File: src/logic/dbg_trace_pkg.sv
// Constants shared by the debug status and trace port.
// Assumes a single 20 MHz processor clock domain with synchronous reset.
package dbg_trace_pkg;
  // Clock rate and link clock timing
  localparam int unsigned CLK_PERIOD_NS = 50;
  localparam int unsigned LINK_PERIOD_NS = 400;
  // Serial clock must be seen high this many samples before data is taken
  localparam int unsigned SCLK_HIGH_SAMPLES = 1;
  // Output delay after high validation, in cycles
  localparam int unsigned SO_DELAY_CYCLES = 1;
  // Idle status code, and the start codes that may open the status clock after reset
  localparam logic [3:0] STATUS_IDLE = 4'h0;
  localparam logic [3:0] START_CODE_A = 4'hc;
  localparam logic [3:0] START_CODE_B = 4'hd;
  localparam logic [3:0] START_CODE_C = 4'hf;
  // Reset values
  localparam logic RST_CLK_DISABLE = 1'b0;
  localparam logic [3:0] RST_NIBBLE = 4'h0;
  // Buffer depth of the trace path
  localparam int unsigned TRACE_BUF_DEPTH = 2;
endpackage

File: src/logic/debug_status_trace_port.sv
// Debug status and trace port: serial debug link and real-time trace pins.
// Assumes core status, trace nibbles and the disable bit come from core logic
// on I_CLK; the debug serial pins come from outside and are synchronised.
// Summary of operation
// RULE1: Synchronise serial input; take after clock high
// RULE2: Serial output registered, updated after high validation
// RULE3: Four-bit trace nibble shows captured data/breakpoints
// RULE4: Host may sample trace on clock out
// RULE5: Status clock delayed, rising mid valid window; the code rises it on the same I_CLK edge that updates the status code
// RULE6: Host samples status and trace at status clock
// RULE7: Disable bit freezes clock and outputs, triggers live
// RULE8: Clearing disable resumes toggling; host resynchronises
// RULE9: Status clock idle until first start code
// RULE10: Status code driven synchronously with processor clock
// RULE11: All-ones indicator is AND of status bits
// RULE12: Clock out follows internal system clock; the code drives a registered divide-by-two copy of I_CLK
// RULE13: Disable bit resets to zero
module debug_status_trace_port
  import dbg_trace_pkg::*;
#(
  parameter int unsigned DEPTH = TRACE_BUF_DEPTH,
  parameter int unsigned W = 4
) (
  // Clock and reset
  input wire logic I_CLK,
  input wire logic I_RST_B,
  // Debug serial link pins
  input wire logic I_DEBUG_SERIAL_CLOCK,
  input wire logic I_DEBUG_SERIAL_IN,
  output logic O_DEBUG_SERIAL_OUT,
  // Debug module side of the serial link
  output logic O_RX_BIT_VALID,
  output logic O_RX_BIT,
  input wire logic I_TX_BIT,
  // Core status and trace source
  input wire logic [3:0] I_CORE_STATUS,
  input wire logic I_TRACE_VALID,
  input wire logic [W-1:0] I_TRACE_NIBBLE,
  output logic O_TRACE_READY,
  input wire logic I_STATUS_CLOCK_DISABLE,
  input wire logic I_TRACE_SINK_READY,
  // Trace pins
  output logic [3:0] O_CORE_STATUS_CODE,
  output logic [W-1:0] O_TRACE_DATA_NIBBLE,
  output logic O_STATUS_ALL_ONES,
  output logic O_STATUS_SAMPLE_CLOCK,
  output logic O_SYSTEM_CLOCK_OUT
);

  // Two-stage synchronisers; stage one read by stage two only
  logic sclk_s1_r, sclk_s2_r, sclk_s3_r;
  logic sin_s1_r, sin_s2_r;
  always_ff @(posedge I_CLK) begin
    if (!I_RST_B) begin
      sclk_s1_r <= 1'b0;
      sclk_s2_r <= 1'b0;
      sclk_s3_r <= 1'b0;
      sin_s1_r <= 1'b0;
      sin_s2_r <= 1'b0;
    end else begin
      sclk_s1_r <= I_DEBUG_SERIAL_CLOCK; // [RULE1]
      sclk_s2_r <= sclk_s1_r;
      sclk_s3_r <= sclk_s2_r;
      sin_s1_r <= I_DEBUG_SERIAL_IN; // [RULE1]
      sin_s2_r <= sin_s1_r;
    end
  end

  // Rising edge of the synchronised serial clock validates it high
  logic sclk_rise;
  assign sclk_rise = sclk_s2_r & ~sclk_s3_r;

  // Receive: data taken only once the clock is seen high
  always_ff @(posedge I_CLK) begin
    if (!I_RST_B) begin
      O_RX_BIT_VALID <= 1'b0;
      O_RX_BIT <= 1'b0;
    end else begin
      O_RX_BIT_VALID <= sclk_rise; // [RULE1]
      if (sclk_rise) begin
        O_RX_BIT <= sin_s2_r; // [RULE1]
      end
    end
  end

  // Transmit: registered, updated one cycle after high validation
  logic so_pend_r;
  always_ff @(posedge I_CLK) begin
    if (!I_RST_B) begin
      so_pend_r <= 1'b0;
      O_DEBUG_SERIAL_OUT <= 1'b0;
    end else begin
      so_pend_r <= sclk_rise;
      if (so_pend_r) begin
        O_DEBUG_SERIAL_OUT <= I_TX_BIT; // [RULE2]
      end
    end
  end

  // Disable bit held in a register; reset clears it
  logic disable_r;
  always_ff @(posedge I_CLK) begin
    if (!I_RST_B) begin
      disable_r <= RST_CLK_DISABLE; // [RULE13]
    end else begin
      disable_r <= I_STATUS_CLOCK_DISABLE; // [RULE7] [RULE8]
    end
  end

  // Start gate: opens on the first start code after reset
  logic started_r;
  function automatic logic is_start_code(input logic [3:0] c);
    is_start_code = (c == START_CODE_A) || (c == START_CODE_B) || (c == START_CODE_C);
  endfunction
  always_ff @(posedge I_CLK) begin
    if (!I_RST_B) begin
      started_r <= 1'b0;
    end else if (is_start_code(I_CORE_STATUS)) begin
      started_r <= 1'b1; // [RULE9]
    end
  end

  // Trace buffer: two entries, flip-flop storage by index
  logic [W-1:0] buf_mem_r [DEPTH];
  logic [$clog2(DEPTH)-1:0] wr_ptr_r, rd_ptr_r;
  logic [$clog2(DEPTH):0] count_r;
  logic buf_push, buf_pop, buf_empty, buf_full, live;
  assign live = started_r & ~disable_r;
  assign buf_full = (count_r == DEPTH[$clog2(DEPTH):0]);
  assign buf_empty = (count_r == '0);
  assign buf_push = I_TRACE_VALID & ~buf_full;
  // Sink stall holds the word; frozen outputs drain nothing
  assign buf_pop = ~buf_empty & I_TRACE_SINK_READY & live;
  assign O_TRACE_READY = ~buf_full;

  // Buffer storage writes
  always_ff @(posedge I_CLK) begin
    if (buf_push) begin
      buf_mem_r[wr_ptr_r] <= I_TRACE_NIBBLE;
    end
  end

  // Buffer pointers and fill count
  always_ff @(posedge I_CLK) begin
    if (!I_RST_B) begin
      wr_ptr_r <= '0;
      rd_ptr_r <= '0;
      count_r <= '0;
    end else begin
      if (buf_push) begin
        wr_ptr_r <= (wr_ptr_r == $clog2(DEPTH)'(DEPTH - 1)) ? '0 : wr_ptr_r + 1'b1;
      end
      if (buf_pop) begin
        rd_ptr_r <= (rd_ptr_r == $clog2(DEPTH)'(DEPTH - 1)) ? '0 : rd_ptr_r + 1'b1;
      end
      count_r <= count_r + {{$clog2(DEPTH){1'b0}}, buf_push} - {{$clog2(DEPTH){1'b0}}, buf_pop};
    end
  end

  // Status and trace pins: updated on the processor clock, frozen when off
  always_ff @(posedge I_CLK) begin
    if (!I_RST_B) begin
      O_CORE_STATUS_CODE <= STATUS_IDLE;
      O_STATUS_ALL_ONES <= 1'b0;
      O_TRACE_DATA_NIBBLE <= RST_NIBBLE;
    end else if (!disable_r) begin
      O_CORE_STATUS_CODE <= I_CORE_STATUS; // [RULE10]
      O_STATUS_ALL_ONES <= &I_CORE_STATUS; // [RULE11]
      // Idle nibble shows zero when no word is waiting
      O_TRACE_DATA_NIBBLE <= buf_pop ? buf_mem_r[rd_ptr_r] : RST_NIBBLE; // [RULE3]
    end
  end

  // Status sample clock: one period per processor clock would need the
  // falling edge; a divide-by-two keeps it register-driven, rising on the edge that updates the code
  always_ff @(posedge I_CLK) begin
    if (!I_RST_B) begin
      O_STATUS_SAMPLE_CLOCK <= 1'b0;
    end else if (live) begin
      O_STATUS_SAMPLE_CLOCK <= ~O_STATUS_SAMPLE_CLOCK; // [RULE5] [RULE9] [RULE7]
    end
  end

  // Clock out: registered divide-by-two copy of the system clock
  always_ff @(posedge I_CLK) begin
    if (!I_RST_B) begin
      O_SYSTEM_CLOCK_OUT <= 1'b0;
    end else begin
      O_SYSTEM_CLOCK_OUT <= ~O_SYSTEM_CLOCK_OUT; // [RULE12]
    end
  end

endmodule

File: config.mk
export PLATFORM = sky130hd
export DESIGN_NAME = debug_status_trace_port
export DESIGN_NICKNAME = d
export VERILOG_FILES = /design/src/logic/dbg_trace_pkg.sv /design/src/logic/debug_status_trace_port.sv
export SDC_FILE = /design/constraint.sdc
export NUM_CORES = 1
export LEC_CHECK = 0
export BUFFER_PORTS_ARGS = -buffer_cell sky130_fd_sc_hd__buf_2
export CORE_ASPECT_RATIO = 0.7
export CORE_UTILIZATION = 57
export CTS_BUF_LIST = sky130_fd_sc_hd__clkbuf_2
export DETAILED_ROUTE_END_ITERATION = 7
export PLACE_DENSITY = 0.95
export SLEW_MARGIN = 20
export SYNTH_ARGS = -nofsm -noshare
export SYNTH_HDL_FRONTEND = slang
export SYNTH_SLANG_ARGS = --single-unit
File: constraint.sdc
create_clock -name I_CLK -period 2.7 [get_ports I_CLK]
set_input_delay 0 -clock I_CLK [delete_from_list [all_inputs] [get_ports I_CLK]]
set_output_delay 0 -clock I_CLK [all_outputs]
set_load 0.005 [all_outputs]
==> flow_metrics.py, run 1 <==
metrics = {
    "outcome": {
        "status": "finished, violations left",
        "violations": "design-rule violations",
    },
    "power_and_ir_drop": {
        "p_int_mw": 0.671,
        "share_seq_of_total_power_pct": 62.8,
        "power_frac_clock_pct": 25.6,
        "p_leak_nw": 0.720,
        "netSwitchingFraction_pct": 25.9,
        "power_mw": 0.905,
        "ir_drop_v": 0.000473,
        "p_comb_share_pct": 11.6,
        "power.switching_mw": 0.234,
        "power.density_nw_per_um2": 571,
    },
    "grt": {
        "grtUsageMet1_pct": 28.6,
        "grt_max_degree": 17,
        "grt_pass1_wl_um": 4080,
        "grtUsageTotal_pct": 27.1,
        "met2_usage_pct": 46.5,
        "antenna_found_initial": 0,
        "grt_overflow_total": 0,
        "grt_pass1_vias": 871,
        "grt-busiest-layer": "met2",
        "grt_use_met3_pct": 10.3,
    },
    "clocking": {
        "cts_buffer_depth": 2,
        "cts_root_buf": "clkbuf_2",
        "worstSkewPairLatency_ns": 0.38,
        "numCtsBuffers": 5,
        "clk_pin_slew_ns": 0.18,
        "cts_tree": "done",
        "post_cts_buffers": 0,
        "cts_sinks": 34,
        "htreeDepth": 2,
    },
    "drt": {
        "wl_um": 2810,
        "drc": 4,
        "vias": 941,
        "ant_nets": 0,
        "dr.pass1.iters": 6,
        "drt_iter0_drc": 37,
        "via_per_inst": 5.35,
        "routedWlPerCell_um": 15.9,
    },
    "logic_synthesis": {
        "syn_area_per_cell_sq_um": 11.8,
        "syn_nets": 120,
        "synth_common_cells": "dfxtp_1 (26), mux2i_1 (12), nor2_1 (11), and2_1 (9), edfxtp_1 (8)",
        "async_reset_ff_share_pct": 0,
        "synth_top_cell_area_share_pct": 43.1,
        "ys_ff_latch": 34,
        "synth-edff-count": 8,
        "synth-xor-area-share_pct": 1.45,
        "yosysWarnings": 0,
        "yosysMostFrequentCell": "dfxtp_1",
        "yosys-mux-area-fraction_pct": 9.94,
        "synthTopCellsByArea": "dfxtp_1 (43%), edfxtp_1 (20%), mux2i_1 (9.9%)",
        "yosys.area_share.adder_pct": 2.07,
        "yosysUniqueCellTypes": 28,
        "yosysSeqAreaShare_pct": 62.9,
        "synth_top_family_by_area": "simple AND/OR/NAND/NOR gates",
        "synth_compound_area_share_pct": 5.59,
        "synthCells": 102,
        "syn_area_sq_um": 1210,
        "synth-main-ff-cell": "dfxtp_1",
        "synth_area_leader_cell": "dfxtp_1",
        "synthSimpleGateAreaFrac_pct": 15.4,
    },
    "place": {
        "numPortBuffers": 30,
        "gp_congestion": 0.710,
        "hpwl_um": 1650,
    },
    "sta": {
        "setup_tns_ns": 0,
        "relSlewSlack_pct": 69.8,
        "hold_viol_final": 0,
        "slew_violations": 0,
        "finalSetupViolCount": 0,
        "max_freq_mhz": 455,
        "max_slew.worst_pin.slew_ns": 0.453,
        "period_needed_ns": 2.20,
        "fin_crit_sh_pct": 81.4,
        "rsz0062_at_grt": "no",
        "skew_ns": 0.0224,
    },
    "worst_setup_path": {
        "crit_path_frequent_cell": "ha_1",
        "max_stage_delay_ns": 0.64,
        "cpLargestDelayFamily": "flip-flops",
        "path_class": "reg -> reg",
        "cp-end-kind": "flop",
        "critPathBufInv": 1,
        "slowest_stage": "dfxtp_1",
        "rrSetupSlack_ns": 0.50,
        "crit_path_start_kind": "flop",
        "critPathMaxFanout": 11,
        "cp_cell_sequence": "and2b_1 -> o211a_1 -> ha_1 -> inv_1 -> ha_1 -> xor2_1 -> and2_1 -> nor3_1",
        "arrival_ns": 2.46,
        "cp.required_ns": 2.96,
    },
    "floorplan": {
        "io_pins": 31,
        "rows": 13,
        "die-height_um": 40.5,
        "initial_core_util_pct": 63.0,
        "dieArea_sq_um": 2310,
        "core_sq_um": 1920,
        "die_w_um": 57.0,
    },
    "run": {
        "drv_cap": 0,
    },
    "final_layout": {
        "nets": 171,
        "area_growth_pct": 31.2,
        "diodes": 0,
        "drive_gt1_share_pct": 24.7,
    },
    "hold_path": {
        "hp-class": "in -> reg",
    },
}
-- per-stage QoR --
step	hold slack (ns)	instance area (sq um)	utilization (%)	instances	setup slack [ns]
after floorplan	0.0989	1210	-	102	1.09
after global placement	0.189	1370	71.2	150	0.750
after detailed placement	0.196	1370	71.2	150	0.638
after CTS	0.331	1590	82.6	176	0.609
after global routing	0.324	1590	82.6	176	0.446
final	0.347	1590	82.6	176	0.501
-- power by group through the flow --
stage / Sequential (mW) / Clock, mW / Combinational (mW)
2_1_floorplan: 0.573 / 0 / 0.0490
3_3_place_gp: 0.576 / 0 / 0.0732
3_5_place_dp: 0.579 / 0 / 0.0796
4_1_cts: 0.568 / 0.230 / 0.100
5_1_grt: 0.572 / 0.251 / 0.114
6_report: 0.569 / 0.231 / 0.105
-- routing by layer --
metal  share of wire [%]  vias to the layer above
met5                   0                        -
li1                    -                      452
met1                  41                      444
met2                  51                       33
met3                 4.6                       12
met4                 3.7                        0
-- cell families (layout without fill, tap and decap cells) --
kind of cell | Yosys count | count (layout)
flip-flops | 34 | 34
AND/OR/NAND/NOR | 35 | 35
multiplexers | 12 | 12
buffers and inverters | 7 | 59
adder cells (fa/ha/maj) | 2 | 2
XOR/XNOR | 2 | 2
AO/OA/AOI/OAI | 10 | 10
-- path summary, 6_finish.rpt --
path                              endpoint                          start  depth (start not counted)
min reg2reg  O_SYSTEM_CLOCK_OUT$_SDFF_PN0_  O_SYSTEM_CLOCK_OUT$_SDFF_PN0_                          1
min              buf_mem_r[1][1]$_DFFE_PP_              I_TRACE_NIBBLE[1]                          2
max reg2reg          count_r[1]$_SDFF_PN0_           disable_r$_SDFF_PN0_                          8
max                  count_r[1]$_SDFF_PN0_           disable_r$_SDFF_PN0_                          8
-- sequential cells by signal, summed over array words and instances (netlist names), named ones only --
register	count
O_CORE_STATUS_CODE	4
O_DEBUG_SERIAL_OUT	1
O_RX_BIT	1
O_STATUS_ALL_ONES	1
O_STATUS_SAMPLE_CLOCK	1
O_SYSTEM_CLOCK_OUT	1
O_TRACE_DATA_NIBBLE	4
buf_mem_r	8
count_r	2
disable_r	1
rd_ptr_r	1
sclk_s1_r	1
sclk_s2_r	1
sclk_s3_r	1
sin_s1_r	1
sin_s2_r	1
so_pend_r	1
started_r	1
wr_ptr_r	1
-- worst reg2reg max path, cell delays in order (launching register included) --
cell and delay, ns:
dfxtp_1 0.64, and2b_1 0.28, o211a_1 0.20, ha_1 0.30, inv_1 0.06, ha_1 0.16, xor2_1 0.23, and2_1 0.18
nor3_1 0.05
-- cell usage in the layout, fill, tap and decap left out, drive strengths merged --
master       instances
a21bo                1
a21oi                1
and3                 1
buf                 30
inv                  3
dlygate4sd3         18
and2                 9
nand2                2
nand2b               3
o2111ai              1
and2b                1
nor3                 1
clkinv               2
o21ai                4
ha                   2
dfxtp               26
xnor2                1
nand3                4
nand3b               1
o211a                1
clkbuf               6
and4b                1
a22oi                1
a31oi                1
edfxtp               8
mux2i               12
nor2                11
xor2                 1
nor2b                1
-- final cells by class --
class	instances	area, sq um
timing repair buffer	48	330
clock inverter	2	8.76
sequential	34	761
multi-input combinational	61	417
tap	22	27.5
inverter	3	11.3
clock buffer	6	30.0
fill	113	334
-- timing repair --
item,4_1_cts,5_1_grt
resized for setup,0,0
setup endpoints to repair,0,0
hold buffers,18,0
hold endpoints to repair,27,0
Note: power is estimated with default switching activity, not from simulation.
==> run 2, diff against run 1 <==
--- a/config.mk
+++ b/config.mk
@@ -5,12 +5,13 @@
 export SDC_FILE = /design/constraint.sdc
 export NUM_CORES = 1
 export LEC_CHECK = 0
+export ABC_AREA = 1
 export BUFFER_PORTS_ARGS = -buffer_cell sky130_fd_sc_hd__buf_2
 export CORE_ASPECT_RATIO = 0.7
-export CORE_UTILIZATION = 57
+export CORE_UTILIZATION = 54
 export CTS_BUF_LIST = sky130_fd_sc_hd__clkbuf_2
 export DETAILED_ROUTE_END_ITERATION = 7
-export PLACE_DENSITY = 0.95
+export PLACE_DENSITY = 0.91
 export SLEW_MARGIN = 20
 export SYNTH_ARGS = -nofsm -noshare
 export SYNTH_HDL_FRONTEND = slang
==> constraint.sdc (replaced) <==
create_clock -name I_CLK -period 2.3 [get_ports I_CLK]
set_input_delay 0 -clock I_CLK [delete_from_list [all_inputs] [get_ports I_CLK]]
set_output_delay 0 -clock I_CLK [all_outputs]
set_load 0.005 [all_outputs]
==> flow_metrics.py, run 2 <==
metrics = {
    "outcome": {
        "status": "finished, final reports clean",
    },
    "logic_synthesis": {
        "yosysWarnings": 0,
        "async_reset_ff_share_pct": 0,
        "syn_nets": 153,
        "syn_area_sq_um": 1250,
        "yosys.area_share.adder_pct": 1.99,
        "syn_area_per_cell_sq_um": 9.30,
        "synthTopCellsByArea": "dfxtp_1 (41%), edfxtp_1 (19%), nand2_1 (9.0%)",
        "synth_area_leader_cell": "dfxtp_1",
        "synthSimpleGateAreaFrac_pct": 23.6,
        "synth_common_cells": "nand2_1 (30), dfxtp_1 (26), inv_1 (16), nor2_1 (16), a21oi_1 (10)",
        "ys_ff_latch": 34,
        "yosysUniqueCellTypes": 21,
        "synth-edff-count": 8,
        "yosys-mux-area-fraction_pct": 0,
        "synth_top_cell_area_share_pct": 41.5,
        "synth_compound_area_share_pct": 5.98,
        "synthCells": 135,
        "yosysMostFrequentCell": "nand2_1",
        "synth-main-ff-cell": "dfxtp_1",
        "yosysSeqAreaShare_pct": 60.6,
        "synth-xor-area-share_pct": 1.40,
        "synth_top_family_by_area": "simple AND/OR/NAND/NOR gates",
    },
    "drt": {
        "dr.pass1.iters": 4,
        "routedWlPerCell_um": 12.3,
        "vias": 1070,
        "drt_iter0_drc": 29,
        "ant_nets": 0,
        "wl_um": 2720,
        "drc": 0,
        "via_per_inst": 4.82,
    },
    "grt": {
        "antenna_found_initial": 0,
        "grt_max_degree": 16,
        "grtUsageTotal_pct": 25.3,
        "grt_pass1_vias": 1085,
        "grt_overflow_total": 0,
        "grt_pass1_wl_um": 4470,
    },
    "final_layout": {
        "drive_gt1_share_pct": 25.8,
        "final_core_utilization_pct": 76.6,
        "largest-register": "buf_mem_r",
        "fin_cells": 222,
        "final_cell_mix": "nand2_1 (30), buf_2 (30), dfxtp_1 (26)",
        "largest_reg_flops": 8,
        "diodes": 0,
        "area_growth_pct": 32.5,
        "top_regs": "buf_mem_r (8), O_CORE_STATUS_CODE (4), O_TRACE_DATA_NIBBLE (4)",
        "nets": 207,
    },
    "floorplan": {
        "die-height_um": 42.3,
        "core_sq_um": 2170,
        "rows": 14,
        "initial_core_util_pct": 57.8,
        "io_pins": 31,
        "die_w_um": 59.6,
        "dieArea_sq_um": 2520,
    },
    "sta": {
        "relSlewSlack_pct": 72.2,
        "finalSetupViolCount": 0,
        "fin_crit_sh_pct": 79.8,
        "slew_violations": 0,
        "period_needed_ns": 1.84,
        "rsz0062_at_grt": "no",
        "setup_slack_ns": 0.465,
        "skew_ns": 0.0153,
        "max_slew.worst_pin.slew_ns": 0.416,
        "setup_tns_ns": 0,
        "hold_viol_final": 0,
        "max_freq_mhz": 545,
    },
    "worst_setup_path": {
        "critPathMaxFanout": 11,
        "arrival_ns": 2.10,
        "crit_path_start_kind": "flop",
        "cp-end-kind": "flop",
        "cpLargestDelayFamily": "simple AND/OR/NAND/NOR gates",
        "max_stage_delay_ns": 0.46,
        "path_class": "reg -> reg",
        "slowest_stage": "dfxtp_1",
        "cp.required_ns": 2.57,
        "cp_cell_sequence": "nor2_4 -> nand2_2 -> nor2_4 -> ha_1 -> inv_1 -> ha_1 -> xor2_1 -> nand2_1 -> nand2_1 -> nor2_1",
        "critPathBufInv": 1,
    },
    "clocking": {
        "clk_pin_slew_ns": 0.16,
        "htreeDepth": 2,
        "numCtsBuffers": 5,
        "cts_root_buf": "clkbuf_2",
        "cts_sinks": 34,
        "cts_tree": "done",
        "worstSkewPairLatency_ns": 0.36,
        "cts_buffer_depth": 2,
        "post_cts_buffers": 0,
    },
    "power_and_ir_drop": {
        "power_frac_clock_pct": 24.7,
        "share_seq_of_total_power_pct": 61.9,
        "netSwitchingFraction_pct": 25.8,
        "p_comb_share_pct": 13.5,
        "power.switching_mw": 0.281,
        "ir_drop_v": 0.000406,
        "power.density_nw_per_um2": 654,
        "p_int_mw": 0.808,
        "p_leak_nw": 0.807,
    },
    "place": {
        "gp_congestion": 0.749,
        "numPortBuffers": 30,
        "pre_cts_slack_ns": 0.493,
        "hpwl_um": 1720,
        "dpl.cell_count": 195,
    },
    "run": {
        "drv_cap": 0,
    },
    "hold_path": {
        "hp-class": "in -> reg",
    },
}
## run 2: routing by layer
layer	GRT usage, %	up-vias	share of wire [%]
met2	43.1	37	49
li1	-	531	-
met5	0	-	0
met1	25.5	486	41
met3	7.72	16	5.1
met4	19.1	0	5.0
## run 2: power groups by stage
| stage | sequential [mW] | combinational [mW] | clock (mW) |
|---|---|---|---|
| 2_1_floorplan | 0.680 | 0.0799 | 0 |
| 3_3_place_gp | 0.682 | 0.114 | 0 |
| 3_5_place_dp | 0.686 | 0.120 | 0 |
| 4_1_cts | 0.672 | 0.145 | 0.270 |
| 5_1_grt | 0.677 | 0.165 | 0.302 |
| 6_report | 0.673 | 0.147 | 0.268 |
## run 2: repair_timing
action,4_1_cts,5_1_grt
setup endpoints to repair,0,0
resized for setup,0,0
hold endpoints to repair,23,0
hold buffers,19,0
## run 2: per-stage QoR
stage | instance area, sq um | power, mW | hold slack [ns]
floorplan | 1250 | 0.760 | 0.0976
CTS | 1660 | 1.09 | 0.0297
global placement | 1430 | 0.796 | 0.182
finish | 1660 | 1.09 | 0.0430
global route | 1660 | 1.14 | 0.0520
detailed placement | 1430 | 0.806 | 0.186
## run 2: logic make-up after synthesis
family | Yosys count
xor+xnor | 2
simple gates | 62
fa+ha+maj | 2
compound gates | 15
buf+inv | 20
flops | 34
## run 2: path summary, 6_finish.rpt
kind / from / endpoint / slack, ns / depth (start not counted)
hold reg to reg: O_SYSTEM_CLOCK_OUT$_SDFF_PN0_ / O_SYSTEM_CLOCK_OUT$_SDFF_PN0_ / 0.42 / 1
hold / removal: I_TRACE_SINK_READY / rd_ptr_r$_SDFFE_PN0P_ / 0.04 / 5
setup / recovery: disable_r$_SDFF_PN0_ / count_r[1]$_SDFF_PN0_ / 0.46 / 10
setup reg to reg: disable_r$_SDFF_PN0_ / count_r[1]$_SDFF_PN0_ / 0.46 / 10
## run 2: tightest hold or removal path, stage by stage
cell and delay, ns:
buf_2 0.09, nand2_2 0.06, nor2_4 0.08, nor2_1 0.06
nor2_1 0.09
## run 2: area by class of cell
class                      instances  area [sq um]
sequential                        34           761
fill                             163           509
multi-input combinational         81           414
timing repair buffer              49           340
inverter                          18          67.6
clock buffer                       8          40.0
tap                               32          40.0
==> run 3, diff against run 2 <==
==> constraint.sdc (replaced) <==
create_clock -name I_CLK -period 1.85 [get_ports I_CLK]
set_input_delay 0 -clock I_CLK [delete_from_list [all_inputs] [get_ports I_CLK]]
set_output_delay 0 -clock I_CLK [all_outputs]
set_load 0.005 [all_outputs]
==> flow_metrics.py, run 3 (same netlist as run 2, synthesis figures left out) <==
metrics = {
    "drt": {
        "via_per_inst": 4.67,
        "wl_um": 2520,
        "ant_nets": 0,
        "vias": 1051,
        "drc": 0,
        "drt_iter0_drc": 49,
        "dr.pass1.iters": 4,
        "routedWlPerCell_um": 11.2,
    },
    "clocking": {
        "worstSkewPairLatency_ns": 0.36,
        "post_cts_buffers": 0,
        "cts_root_buf": "clkbuf_2",
        "cts_tree": "done",
        "cts_resized": 0,
        "numCtsBuffers": 5,
        "htreeDepth": 2,
        "cts_sinks": 34,
        "cts_buffer_depth": 2,
        "cts_hold_buf": 21,
        "clk_pin_slew_ns": 0.15,
    },
    "power_and_ir_drop": {
        "p_leak_nw": 0.816,
        "power_mw": 1.34,
        "ir_drop_v": 0.000635,
        "power.density_nw_per_um2": 795,
    },
    "sta": {
        "relSlewSlack_pct": 76.5,
        "fin_crit_sh_pct": 89.9,
        "finalSetupViolCount": 0,
        "skew_ns": 0.0130,
        "max_slew.worst_pin.slew_ns": 0.351,
        "rsz0062_at_grt": "no",
        "hold_viol_final": 0,
        "period_needed_ns": 1.66,
        "max_freq_mhz": 601,
        "slew_violations": 0,
        "whs_ns": 0.0371,
        "setup_slack_ns": 0.187,
        "setup_tns_ns": 0,
    },
    "grt": {
        "antenna_found_initial": 0,
        "grt_pass1_wl_um": 3960,
        "grt_overflow_total": 0,
        "grtUsageTotal_pct": 22.9,
        "grt_max_degree": 16,
        "grt_pass1_vias": 988,
    },
    "final_layout": {
        "fin_area_sq_um": 1690,
        "final_cell_mix": "nand2_1 (30), buf_2 (30), dfxtp_1 (26)",
        "area_growth_pct": 34.6,
        "nets": 210,
        "top_regs": "buf_mem_r (8), O_CORE_STATUS_CODE (4), O_TRACE_DATA_NIBBLE (4)",
        "diodes": 0,
        "largest_reg_flops": 8,
        "drive_gt1_share_pct": 25.4,
        "largest-register": "buf_mem_r",
    },
    "worst_setup_path": {
        "slowest_stage": "dfxtp_1",
        "cp-end-kind": "flop",
        "max_stage_delay_ns": 0.34,
        "cpLargestDelayFamily": "simple AND/OR/NAND/NOR gates",
        "crit_path_start_kind": "flop",
        "path_class": "reg -> reg",
        "rrSetupSlack_ns": 0.19,
        "arrival_ns": 1.94,
        "cp.required_ns": 2.12,
        "critPathBufInv": 2,
        "critPathMaxFanout": 7,
        "cp_cell_sequence": "inv_1 -> nor2_4 -> nand2_2 -> nor2_4 -> ha_1 -> inv_1 -> ha_1 -> xor2_1 -> nand2_1 -> nand2_1 -> nor2_1",
    },
    "floorplan": {
        "io_pins": 31,
        "core_sq_um": 2170,
        "initial_core_util_pct": 57.8,
        "die-height_um": 42.3,
        "die_w_um": 59.6,
        "dieArea_sq_um": 2520,
        "rows": 14,
    },
    "hold_path": {
        "hp-class": "in -> reg",
    },
    "outcome": {
        "status": "finished, final reports clean",
    },
    "place": {
        "numPortBuffers": 30,
        "gp_congestion": 0.752,
        "placed_cell_area_sq_um": 1440,
        "hpwl_um": 1700,
        "pre_cts_slack_ns": 0.212,
    },
    "run": {
        "drv_cap": 0,
    },
}
[run 3: changes by cell type in the layout (fill, tap and decap cells not counted), sizes merged]
cell	before	now
buf	30	31
clkbuf	8	7
dlygate4sd3	19	21
clkinv	0	1
[run 3: path summary, 6_finish.rpt]
kind | from | endpoint | depth (start not counted)
hold reg to reg | O_SYSTEM_CLOCK_OUT$_SDFF_PN0_ | O_SYSTEM_CLOCK_OUT$_SDFF_PN0_ | 1
setup reg to reg | started_r$_SDFFE_PN0P_ | count_r[1]$_SDFF_PN0_ | 11
hold / removal | I_TRACE_SINK_READY | rd_ptr_r$_SDFFE_PN0P_ | 5
setup / recovery | started_r$_SDFFE_PN0P_ | count_r[1]$_SDFF_PN0_ | 11
[run 3: layout make-up]
class                           instances  area [sq um]
Clock buffer                            7          35.0
Clock inverter                          1          3.75
Sequential cell                        34           761
Fill cell                             153           483
Multi-Input combinational cell         81           414
Tap cell                               32          40.0
Inverter                               18          67.6
Timing Repair Buffer                   52           368
[run 3: layer usage]
layer / vias up / wire, um / global-route usage (%)
li1: 540 / - / -
met1: 466 / 1010 / 20.9
met2: 37 / 1310 / 41.3
met3: 8 / 147 / 10.8
met4: 0 / 46 / 12.1
met5: - / 0 / 0
[run 3: report_power, final]
group          internal (mW)  total, mW  switching [mW]
combinational         0.0914      0.191          0.0996
clock                  0.101      0.319           0.218
sequential             0.806      0.832          0.0267
total                  0.998       1.34           0.345
[run 3: through the flow]
step / util [%] / std cells
3_3_place_gp: 66.3 / 196
6_report: 77.8 / 225
3_5_place_dp: 66.3 / 196
5_1_grt: 77.8 / 225
4_1_cts: 77.8 / 225
2_1_floorplan: - / 135
[run 3: worst register-to-register path, cell delays in order (launching register included)]
cell and delay (ns):
dfxtp_1 0.34, inv_1 0.07, nor2_4 0.17, nand2_2 0.09, nor2_4 0.10, ha_1 0.23, inv_1 0.05, ha_1 0.14
xor2_1 0.18, nand2_1 0.09, nand2_1 0.08, nor2_1 0.05
